## config.mk

```make
export PLATFORM = sky130hd
export DESIGN_NAME = hpsel_top
export DESIGN_NICKNAME = d
export VERILOG_FILES = /design/src/common/hpsel_pkg.sv /design/src/core/hpsel_top.sv /design/src/core/hpsel_sync.sv
export SDC_FILE = /design/constraint.sdc
export NUM_CORES = 1
export LEC_CHECK = 0
export ABC_AREA = 1
export BUFFER_PORTS_ARGS = -buffer_cell sky130_fd_sc_hd__buf_2
export CAP_MARGIN = 15
export CELL_PAD_IN_SITES_DETAIL_PLACEMENT = 1
export CELL_PAD_IN_SITES_GLOBAL_PLACEMENT = 2
export CORE_ASPECT_RATIO = 1.75
export CORE_MARGIN = 8
export CORE_UTILIZATION = 28
export CTS_CLUSTER_DIAMETER = 120
export CTS_CLUSTER_SIZE = 12
export DETAILED_ROUTE_END_ITERATION = 10
export GPL_TIMING_DRIVEN = 0
export PLACE_DENSITY_LB_ADDON = 0.1
export RECOVER_POWER = 25
export SYNTH_ARGS = -nofsm -noshare
export SYNTH_HDL_FRONTEND = slang
export SYNTH_SLANG_ARGS = --single-unit
```

## constraint.sdc

```tcl
create_clock -name clk_sys -period 1 [get_ports clk_sys]
set_input_delay 0.1 -clock clk_sys [delete_from_list [all_inputs] [get_ports clk_sys]]
set_output_delay 0.1 -clock clk_sys [all_outputs]
set_load 0.02 [all_outputs]
```

## src/common/hpsel_pkg.sv

```systemverilog
package hpsel_pkg;

	// ****************************************
	// personalities
	// ****************************************
	typedef enum logic {
		HPSEL_SPI,
		HPSEL_SDIO
	} hpsel_mode_e;

	// strap level that selects each personality
	localparam logic STRAP_SDIO_LEVEL = 1'b1;

	// chip select active level
	localparam logic SELECT_ACTIVE = 1'b0;

	// wake pin level that permits low-power states
	localparam logic WAKE_ALLOW_SLEEP = 1'b0;

	// ****************************************
	// host clock limits
	// ****************************************
	localparam int SDIO_DS_MAX_MHZ = 26;
	localparam int SDIO_HS_MAX_MHZ = 52;
	localparam int SPI_MAX_MHZ     = 52;

	// ****************************************
	// pin groups
	// ****************************************
	typedef struct packed {
		logic cmd;
		logic dat0;
		logic dat1;
		logic dat3;
	} hpsel_pins_s;

	typedef struct packed {
		logic cmd;
		logic dat0;
		logic dat1;
		logic dat3;
	} hpsel_pins_oe_s;

	// core side, spi personality
	typedef struct packed {
		logic miso;
		logic miso_oe;
	} hpsel_spi_out_s;

	typedef struct packed {
		logic sclk;
		logic sclk_rise;
		logic sclk_fall;
		logic mosi;
		logic select;
	} hpsel_spi_in_s;

	// core side, sdio personality
	typedef struct packed {
		logic cmd;
		logic cmd_oe;
		logic [3:0] dat;
		logic [3:0] dat_oe;
	} hpsel_sdio_out_s;

	typedef struct packed {
		logic clk;
		logic clk_rise;
		logic clk_fall;
		logic cmd;
		logic [3:0] dat;
	} hpsel_sdio_in_s;

endpackage : hpsel_pkg

```

## src/core/hpsel_top.sv

```systemverilog
`timescale 1ns/10ps
module hpsel_top (
	// clock and reset
	input  wire logic                    clk_sys,
	input  wire logic                    arst_n,
	input  wire logic                    clk_en,
	// shared host pins
	input  wire logic                    host_clk_pin,
	input  wire logic                    data2_or_port_strap_pin_i,
	output logic                         data2_or_port_strap_pin_o,
	output logic                         data2_or_port_strap_pin_oe,
	input  hpsel_pkg::hpsel_pins_s       pins_i,
	output hpsel_pkg::hpsel_pins_s       pins_o,
	output hpsel_pkg::hpsel_pins_oe_s    pins_oe,
	// sideband pins
	input  wire logic                    wake_or_gpio_pin_i,
	output logic                         wake_or_gpio_pin_o,
	output logic                         wake_or_gpio_pin_oe,
	input  wire logic                    irq_mirror_or_gpio_pin_i,
	output logic                         irq_mirror_or_gpio_pin_o,
	output logic                         irq_mirror_or_gpio_pin_oe,
	// core configuration
	input  wire logic                    power_save_en,
	input  wire logic                    irq_mirror_en,
	input  wire logic                    wake_gpio_out,
	input  wire logic                    wake_gpio_oe,
	input  wire logic                    mirror_gpio_out,
	input  wire logic                    mirror_gpio_oe,
	input  wire logic                    sleep_request,
	input  wire logic                    host_irq_request,
	// core side protocol engines
	input  hpsel_pkg::hpsel_spi_out_s    spi_out,
	input  hpsel_pkg::hpsel_sdio_out_s   sdio_out,
	output hpsel_pkg::hpsel_spi_in_s     spi_in,
	output hpsel_pkg::hpsel_sdio_in_s    sdio_in,
	// status
	output hpsel_pkg::hpsel_mode_e       port_mode,
	output logic                         mode_valid,
	output logic                         host_wake_input,
	output logic                         wake_gpio_in,
	output logic                         mirror_gpio_in,
	output logic                         sleep_grant
);
	import hpsel_pkg::*;

	// ****************************************
	// input synchronisers
	// ****************************************
	localparam int SYNC_W = 8;
	// start at idle levels (clock and mirror pin low, the rest pulled up, deselected) so release gives no false select
	localparam logic [SYNC_W-1:0] SYNC_IDLE = 8'h7e;
	logic [SYNC_W-1:0] raw_vec;
	logic [SYNC_W-1:0] syn_vec;
	logic [SYNC_W-1:0] syn_rise;
	logic [SYNC_W-1:0] syn_fall;

	assign raw_vec = {host_clk_pin, pins_i.cmd, pins_i.dat0, pins_i.dat1, pins_i.dat3,
		data2_or_port_strap_pin_i, wake_or_gpio_pin_i, irq_mirror_or_gpio_pin_i};

	hpsel_sync #(
		.WIDTH    (SYNC_W),
		.IDLE_LVL (SYNC_IDLE)
	) u_sync (
		.clk_sys  (clk_sys),
		.arst_n   (arst_n),
		.clk_en   (clk_en),
		.async_in (raw_vec),
		.sync_out (syn_vec),
		.rise     (syn_rise),
		.fall     (syn_fall)
	);

	logic s_clk;
	logic s_cmd;
	logic s_d0;
	logic s_d1;
	logic s_d3;
	logic s_d2;
	logic s_wake;
	logic s_mirror;
	assign {s_clk, s_cmd, s_d0, s_d1, s_d3, s_d2, s_wake, s_mirror} = syn_vec;

	// ****************************************
	// strap capture
	// ****************************************
	// the strap is taken directly from the pin in the first enabled
	// cycle after reset release; the host holds it steady around release
	logic        captured_reg;
	hpsel_mode_e mode_reg;

	always_ff @(posedge clk_sys or negedge arst_n) begin
		if (!arst_n) begin
			captured_reg <= 1'b0;
			mode_reg     <= HPSEL_SPI;
		end else if (clk_en && !captured_reg) begin
			captured_reg <= 1'b1;
			mode_reg     <= (data2_or_port_strap_pin_i == STRAP_SDIO_LEVEL) ? HPSEL_SDIO
				: HPSEL_SPI;
		end
	end

	function automatic logic is_sdio(input hpsel_mode_e m, input logic v);
		return v && (m == HPSEL_SDIO);
	endfunction

	function automatic logic is_spi(input hpsel_mode_e m, input logic v);
		return v && (m == HPSEL_SPI);
	endfunction

	logic sdio_sel;
	logic spi_sel;
	assign sdio_sel = is_sdio(mode_reg, captured_reg);
	assign spi_sel  = is_spi(mode_reg, captured_reg);

	always_ff @(posedge clk_sys or negedge arst_n) begin
		if (!arst_n) begin
			port_mode  <= HPSEL_SPI;
			mode_valid <= 1'b0;
		end else if (clk_en) begin
			port_mode  <= mode_reg;
			mode_valid <= captured_reg;
		end
	end

	// ****************************************
	// inbound routing
	// ****************************************
	logic spi_active;
	assign spi_active = spi_sel && (s_d3 == SELECT_ACTIVE);

	always_ff @(posedge clk_sys or negedge arst_n) begin
		if (!arst_n) begin
			spi_in  <= '0;
			sdio_in <= '0;
		end else if (clk_en) begin
			spi_in.sclk   <= spi_sel & s_clk;
			spi_in.sclk_rise <= spi_active & syn_rise[SYNC_W-1];
			spi_in.sclk_fall <= spi_active & syn_fall[SYNC_W-1];
			spi_in.mosi   <= spi_sel & s_cmd;
			spi_in.select <= spi_active;
			sdio_in.clk      <= sdio_sel & s_clk;
			sdio_in.clk_rise <= sdio_sel & syn_rise[SYNC_W-1];
			sdio_in.clk_fall <= sdio_sel & syn_fall[SYNC_W-1];
			sdio_in.cmd      <= sdio_sel & s_cmd;
			sdio_in.dat      <= sdio_sel ? {s_d3, s_d2, s_d1, s_d0} : 4'h0;
		end
	end

	// ****************************************
	// outbound routing
	// ****************************************
	// outbound pin mapping
	always_ff @(posedge clk_sys or negedge arst_n) begin
		if (!arst_n) begin
			pins_o                     <= '0;
			pins_oe                    <= '0;
			data2_or_port_strap_pin_o  <= 1'b0;
			data2_or_port_strap_pin_oe <= 1'b0;
		end else if (clk_en) begin
			pins_o  <= '0;
			pins_oe <= '0;
			data2_or_port_strap_pin_o  <= 1'b0;
			data2_or_port_strap_pin_oe <= 1'b0;
			if (sdio_sel) begin
				pins_o.cmd   <= sdio_out.cmd;
				pins_oe.cmd  <= sdio_out.cmd_oe;
				pins_o.dat0  <= sdio_out.dat[0];
				pins_oe.dat0 <= sdio_out.dat_oe[0];
				pins_o.dat1  <= sdio_out.dat[1];
				pins_oe.dat1 <= sdio_out.dat_oe[1];
				pins_o.dat3  <= sdio_out.dat[3];
				pins_oe.dat3 <= sdio_out.dat_oe[3];
				data2_or_port_strap_pin_o  <= sdio_out.dat[2];
				data2_or_port_strap_pin_oe <= sdio_out.dat_oe[2];
			end else if (spi_sel) begin
				pins_o.dat0  <= spi_out.miso;
				pins_oe.dat0 <= spi_out.miso_oe & spi_active;
				pins_o.dat1  <= host_irq_request;
				pins_oe.dat1 <= 1'b1;
			end
		end
	end

	// ****************************************
	// sideband pins
	// ****************************************
	// wake pin as gpio
	always_ff @(posedge clk_sys or negedge arst_n) begin
		if (!arst_n) begin
			wake_or_gpio_pin_o  <= 1'b0;
			wake_or_gpio_pin_oe <= 1'b0;
			host_wake_input     <= 1'b0;
			wake_gpio_in        <= 1'b0;
		end else if (clk_en) begin
			wake_or_gpio_pin_o  <= !power_save_en & wake_gpio_out;
			wake_or_gpio_pin_oe <= !power_save_en & wake_gpio_oe;
			host_wake_input     <= power_save_en & s_wake;
			wake_gpio_in        <= !power_save_en & s_wake;
		end
	end

	always_ff @(posedge clk_sys or negedge arst_n) begin
		if (!arst_n) begin
			sleep_grant <= 1'b0;
		end else if (clk_en) begin
			sleep_grant <= sleep_request && (s_wake == WAKE_ALLOW_SLEEP);
		end
	end

	always_ff @(posedge clk_sys or negedge arst_n) begin
		if (!arst_n) begin
			irq_mirror_or_gpio_pin_o  <= 1'b0;
			irq_mirror_or_gpio_pin_oe <= 1'b0;
			mirror_gpio_in            <= 1'b0;
		end else if (clk_en) begin
			irq_mirror_or_gpio_pin_o  <= irq_mirror_en ? host_irq_request : mirror_gpio_out;
			irq_mirror_or_gpio_pin_oe <= irq_mirror_en | mirror_gpio_oe;
			mirror_gpio_in            <= !irq_mirror_en & s_mirror;
		end
	end

	// ****************************************
	// checks
	// ****************************************
	// mode stable once valid
	AST_MODE_FIXED: assert property (@(posedge clk_sys) disable iff (!arst_n)
		captured_reg && $past(captured_reg) |-> $stable(mode_reg))
		else $error("mode changed after capture");

	AST_CAPTURE: assert property (@(posedge clk_sys) disable iff (!arst_n)
		!captured_reg && clk_en |=> captured_reg)
		else $error("strap not captured");

	AST_STRAP_MAP: assert property (@(posedge clk_sys) disable iff (!arst_n)
		!captured_reg && clk_en |=> (mode_reg == HPSEL_SDIO) == $past(data2_or_port_strap_pin_i))
		else $error("wrong personality for strap");

	// irq driven on data1 in spi
	AST_SPI_IRQ: assert property (@(posedge clk_sys) disable iff (!arst_n)
		spi_sel && clk_en |=> pins_oe.dat1 && pins_o.dat1 == $past(host_irq_request))
		else $error("data1 not carrying irq");

	// sdio drives dat2 only in sdio
	AST_DAT2_OE: assert property (@(posedge clk_sys) disable iff (!arst_n)
		data2_or_port_strap_pin_oe |-> sdio_sel)
		else $error("dat2 driven outside sdio");

	// no spi edges while deselected, dat0 only driven by sdio then
	AST_SPI_GATE: assert property (@(posedge clk_sys) disable iff (!arst_n)
		clk_en && !spi_active |=> !spi_in.sclk_rise && !spi_in.sclk_fall
			&& (!pins_oe.dat0 || $past(sdio_sel)))
		else $error("spi active while deselected");

	// no sleep grant with wake high
	AST_SLEEP: assert property (@(posedge clk_sys) disable iff (!arst_n)
		clk_en && s_wake |=> !sleep_grant)
		else $error("sleep granted while wake high");

	// wake pin gpio drive off in power save
	AST_WAKE_GPIO: assert property (@(posedge clk_sys) disable iff (!arst_n)
		clk_en && power_save_en |=> !wake_or_gpio_pin_oe)
		else $error("wake pin driven in power save");

	AST_MIRROR: assert property (@(posedge clk_sys) disable iff (!arst_n)
		clk_en && irq_mirror_en |=> irq_mirror_or_gpio_pin_oe
			&& irq_mirror_or_gpio_pin_o == $past(host_irq_request))
		else $error("mirror pin wrong");

	COV_SPI: cover property (@(posedge clk_sys) disable iff (!arst_n)
		spi_in.sclk_rise);
	COV_SDIO: cover property (@(posedge clk_sys) disable iff (!arst_n)
		sdio_sel && sdio_in.clk_rise);
	COV_SLEEP: cover property (@(posedge clk_sys) disable iff (!arst_n)
		sleep_grant);
	COV_MIRROR: cover property (@(posedge clk_sys) disable iff (!arst_n)
		irq_mirror_en && irq_mirror_or_gpio_pin_o);

endmodule : hpsel_top

```

## src/core/hpsel_sync.sv

```systemverilog
`timescale 1ns/10ps
module hpsel_sync #(
	parameter int               WIDTH    = 1,
	parameter logic [WIDTH-1:0] IDLE_LVL = '0
) (
	// clock and reset
	input  wire logic             clk_sys,
	input  wire logic             arst_n,
	input  wire logic             clk_en,
	// data
	input  wire logic [WIDTH-1:0] async_in,
	output logic      [WIDTH-1:0] sync_out,
	output logic      [WIDTH-1:0] rise,
	output logic      [WIDTH-1:0] fall
);

	// ****************************************
	// three stage synchroniser
	// ****************************************
	logic [WIDTH-1:0] s1_reg;
	logic [WIDTH-1:0] s2_reg;
	logic [WIDTH-1:0] s3_reg;
	logic [WIDTH-1:0] level_reg;

	always_ff @(posedge clk_sys or negedge arst_n) begin
		if (!arst_n) begin
			s1_reg <= IDLE_LVL;
			s2_reg <= IDLE_LVL;
			s3_reg <= IDLE_LVL;
		end else if (clk_en) begin
			s1_reg <= async_in;
			s2_reg <= s1_reg;
			s3_reg <= s2_reg;
		end
	end

	// a change counts once stages two and three agree
	genvar gi;
	generate
		for (gi = 0; gi < WIDTH; gi++) begin : g_bit
			always_ff @(posedge clk_sys or negedge arst_n) begin
				if (!arst_n) begin
					level_reg[gi] <= IDLE_LVL[gi];
					rise[gi]      <= 1'b0;
					fall[gi]      <= 1'b0;
				end else if (clk_en) begin
					rise[gi] <= 1'b0;
					fall[gi] <= 1'b0;
					if (s2_reg[gi] == s3_reg[gi] && s2_reg[gi] != level_reg[gi]) begin
						level_reg[gi] <= s2_reg[gi];
						rise[gi]      <= s2_reg[gi];
						fall[gi]      <= ~s2_reg[gi];
					end
				end
			end
		end
	endgenerate

	assign sync_out = level_reg;

endmodule : hpsel_sync

```

Word-level counts from Yosys, hierarchy flattened:

Index checks and enable logic that the tools add are counted.

* bitwise logic cells: 19
* muxes and demuxes: 15
* reductions and logical operators: 24
* equality and inequality tests: 16

Operators with widths (number)
* 2-bit AND reduction: 8
* 1-bit bitwise AND: 14
* 1-bit logical AND: 13
* 1-bit 2-to-1 mux: 10
* 1-bit == test: 8
* 2-bit 2-to-1 mux: 4
* 1-bit inequality test: 8
* 4-bit 2-to-1 mux: 1
* 1-bit NOT: 4
* 1-bit zero test: 3
* 1-bit OR: 1

* flip-flop bits (word level): 69
* output and inout port bits: 33

Logic depth before layout (Yosys ltp):

* word-level depth: 6
* mapped depth: 6
* depth with buffers taken out: 5

Hierarchy:

Synthesis repeated with hierarchy kept, for this count alone.

* cells, all modules: 377
* area, all modules: 3420.8 um2

By module, submodules not included
* hpsel_sync: times used 1, area an instance 2020.7 um2, cells each 218
* hpsel_top: times used 1, area an instance 1400.1 um2, cells each 159

Worst setup path before layout:

No wires, ideal clock.

* kind: reg-to-reg
* from: register mode_reg
* to: register sdio_in[5] in the netlist's numbering
* path slack: 0.070 ns
* data required time: 0.884 ns
* path buffers: 1
* cell stages (with the launch flop): 6
* period minus slack after synthesis: 0.930 ns
* arrival time: 0.813 ns
* cell sequence: dfrtp_1 -> inv_2 -> nor2_4 -> buf_4 -> nand2_1 -> nand2_1

* cells in the longest elaborated chain, start to end: 2

Ends and longest elaborated chain
* start, declared: RTL line hpsel_top.sv:89 `hpsel_mode_e mode_reg;`
* start signal, assigned: RTL line hpsel_top.sv:97 `mode_reg <= (data2_or_port_strap_pin_i == STRAP_SDIO_LEVEL) ? HPSEL_SDIO`
* 1-bit logical AND: RTL line hpsel_top.sv:103 `return v && (m == HPSEL_SDIO);`
* 1-bit bitwise AND: RTL line hpsel_top.sv:143 `sdio_in.clk_fall <= sdio_sel & syn_fall[SYNC_W-1];`
* end, declared: RTL line hpsel_top.sv:35 `output hpsel_pkg::hpsel_sdio_in_s sdio_in,`

No other way between the ends.
A chain may end at the register's enable or synchronous reset.

Worst setup path after layout:

* from: register mode_valid
* to: output mode_valid

RTL lines
* start, declared: RTL line hpsel_top.sv:38 `output logic mode_valid,`
* start signal, assigned: RTL line hpsel_top.sv:121 `mode_valid <= captured_reg;`

No word-level cell between the ends.

==> metrics.txt <==
outcome=complete, no violations; crit path max fanout=2; Synth warnings=0; achievable frequency=1015 MHz; crit start category=flip-flop; commonest non-fill, non-tap cell in the layout=nand2_1; largest net degree at the start of global routing=36; initial DRC count=73; Routed wire per std cell=14.01 um; drc violations=0; final wirelength=7578 um; CP Depth=1; r2r setup slk=0.04 ns; Power Total=7114 uW; Pins Over Slew Limit=0; Unique masters post-synth=15; RePlAce Congestion=0.7409; Lkg Pwr=0.002028 uW; worst path cell trace=buf_6; Avg Cell Area, Syn=9.005 um2; maxcap violations=0; most frequent cells in the layout=nand2_1, buf_2, dfrtp_1, o21ai_0, dfstp_2; area leader, netlist=dfrtp_1; Via density=4.336; vias in the first global route=2522; Final setup viols=0; RR Startpoint=captured_reg; Min-Delay Path Depth=3; PortBufs=62; RSZ-0062 raised after global routing=true; initial antenna violation count=0; Clock Skews=0.006680 ns; Hold Slack=0.01550 ns; Area growth syn-to-layout=40.77%; Hold Fails Final Rpt=0; TritonCTS clock tree=done; total number of vias=2346; Final period util=98.50%; Setup WS post-layout=0.01499 ns; total gr overflow=0; CP Capture Type=primary output; Die Area=0.01332 mm2; sequential-to-total area share from yosys stat=64.17%; row cnt=48; Pwr Density=1846 mW/mm2; VDD IR-drop max=0.0008700 V; Crit Path Class=reg2out; Buf+Inv Stages, Crit Path=1; Max-slew headroom=68.01%; Hold EP=u_sync.s1_reg[2]; WP data required=0.90 ns; Max stage delay on crit path=0.41 ns; Post-DRT Antenna Nets=0; htree depth=3; global-route wire length before repair=12920 um; TritonCTS Buffers=9; share of cells above drive strength 1=32.45%; Worst Hold Launch=data2_or_port_strap_pin_i; Yosys top cell area share=41.13%; post-layout min period=0.9850 ns; Die Width=90.75 um; Syn Inst Count=304; DIE HEIGHT=146.8 um; reg2reg end=spi_in[0]; # IOs=64; CTS clk-pin slew, worst paths=0.06 ns; core area=0.009669 mm2; critical path's top delay family=flip-flops; Synth area leaders=dfrtp_1, dfstp_2, nand2_1; nets@finish=442; clock latency on the worst-skew pair=0.33 ns; Root Driver=clkbuf_16; CP arrival=0.89 ns; drt pass-1 iters=4; Register-to-Register Path Depth=5; Mapped Nets=335; Setup WS pre-CTS=-0.1704 ns; Hold Crit Class=in2reg; Slew @ Worst Pin=0.4799 ns; critical path's slowest cell=dfrtp_1; Max Root-Sink Buffers=2; dpl hpwl=5412 um; number of diodes=0; Starting Density=28.31%; synthesized flop and latch total=69; synthesized area=0.002738 mm2; global-route usage over all layers=12.35%; clock net sink count=69
==> per-layer routing <==
| layer | GRT usage, % | vias to the layer above | routed length, um |
|---|---|---|---|
| met3 | 3.832 | 12 | 359 |
| li1 | - | 1160 | - |
| met1 | 13.59 | 1132 | 3131 |
| met5 | 0 | - | 0 |
| met4 | 5.532 | 0 | 149 |
| met2 | 21.16 | 42 | 3938 |
==> worst max path at each step <==
stage	start	endpoint	slack [ns]
final	mode_valid	mode_valid	0.01
after global routing	captured_reg	pins_oe[0]	-0.02
after CTS	mode_valid	mode_valid	-0.01
after detailed placement	captured_reg	data2_or_port_strap_pin_o	-0.17
after global placement	arst_n	pins_oe[3]	-0.63
after floorplan	mode_reg	sdio_in[5]	0.07
==> timing repair <==
item | in CTS | in global routing
gates cloned | 0 | 0
setup endpoints to repair | 17 | 23
buffers inserted | 4 | 9
pin swaps | 1 | 1
hold buffers | 20 | 0
hold endpoints to repair | 44 | 0
gates resized for setup | 8 | 17
==> synthesized netlist by cell type <==
master,count
inv_1,13
inv_2,2
nand2_2,1
nand4_1,1
dfrtp_1,45
o21ai_1,8
buf_2,10
nor2_4,1
nor2_1,10
nand3_1,14
nor2_2,2
buf_4,3
dfstp_2,24
nand2_1,146
o21ai_0,24
==> through the flow <==
| step | TNS (ns) | instance area [um2] | instances | utilization [%] |
|---|---|---|---|---|
| 5_1_grt | -0.09490 | 3854 | 541 | 39.86 |
| 3_3_place_gp | -36.70 | 3204 | 491 | 33.14 |
| 3_5_place_dp | -2.275 | 3227 | 492 | 33.37 |
| 2_1_floorplan | 0 | 2738 | 304 | - |
| 4_1_cts | -0.009514 | 3736 | 532 | 38.64 |
| 6_report | 0 | 3854 | 541 | 39.86 |
==> logic make-up (layout without fill, tap and decap cells) <==
logic type      Yosys count  in the layout  synth area share (%)
buf+inv                  28            140                 4.708
simple gates            175            175                 25.27
compound gates           32             32                 5.850
flops                    69             69                 64.17
==> area by class of cell <==
type                       instances  area (um2)
timing repair buffer              96       679.4
tap                              125       156.4
clock buffer                      13       240.2
sequential                        69        1759
clock inverter                     3       15.01
multi-input combinational        207       864.6
inverter                          15       58.81
buffer                            13       80.08
fill                            1151        5816
==> power breakdown <==
group | internal, uW | switching [uW] | leakage, uW
sequential | 3180 | 184 | 0.000834
combinational | 407 | 558 | 0.00107
clock | 1670 | 1120 | 0.000127
total | 5250 | 1860 | 0.00203
Note: power is estimated with default switching activity, not from simulation.
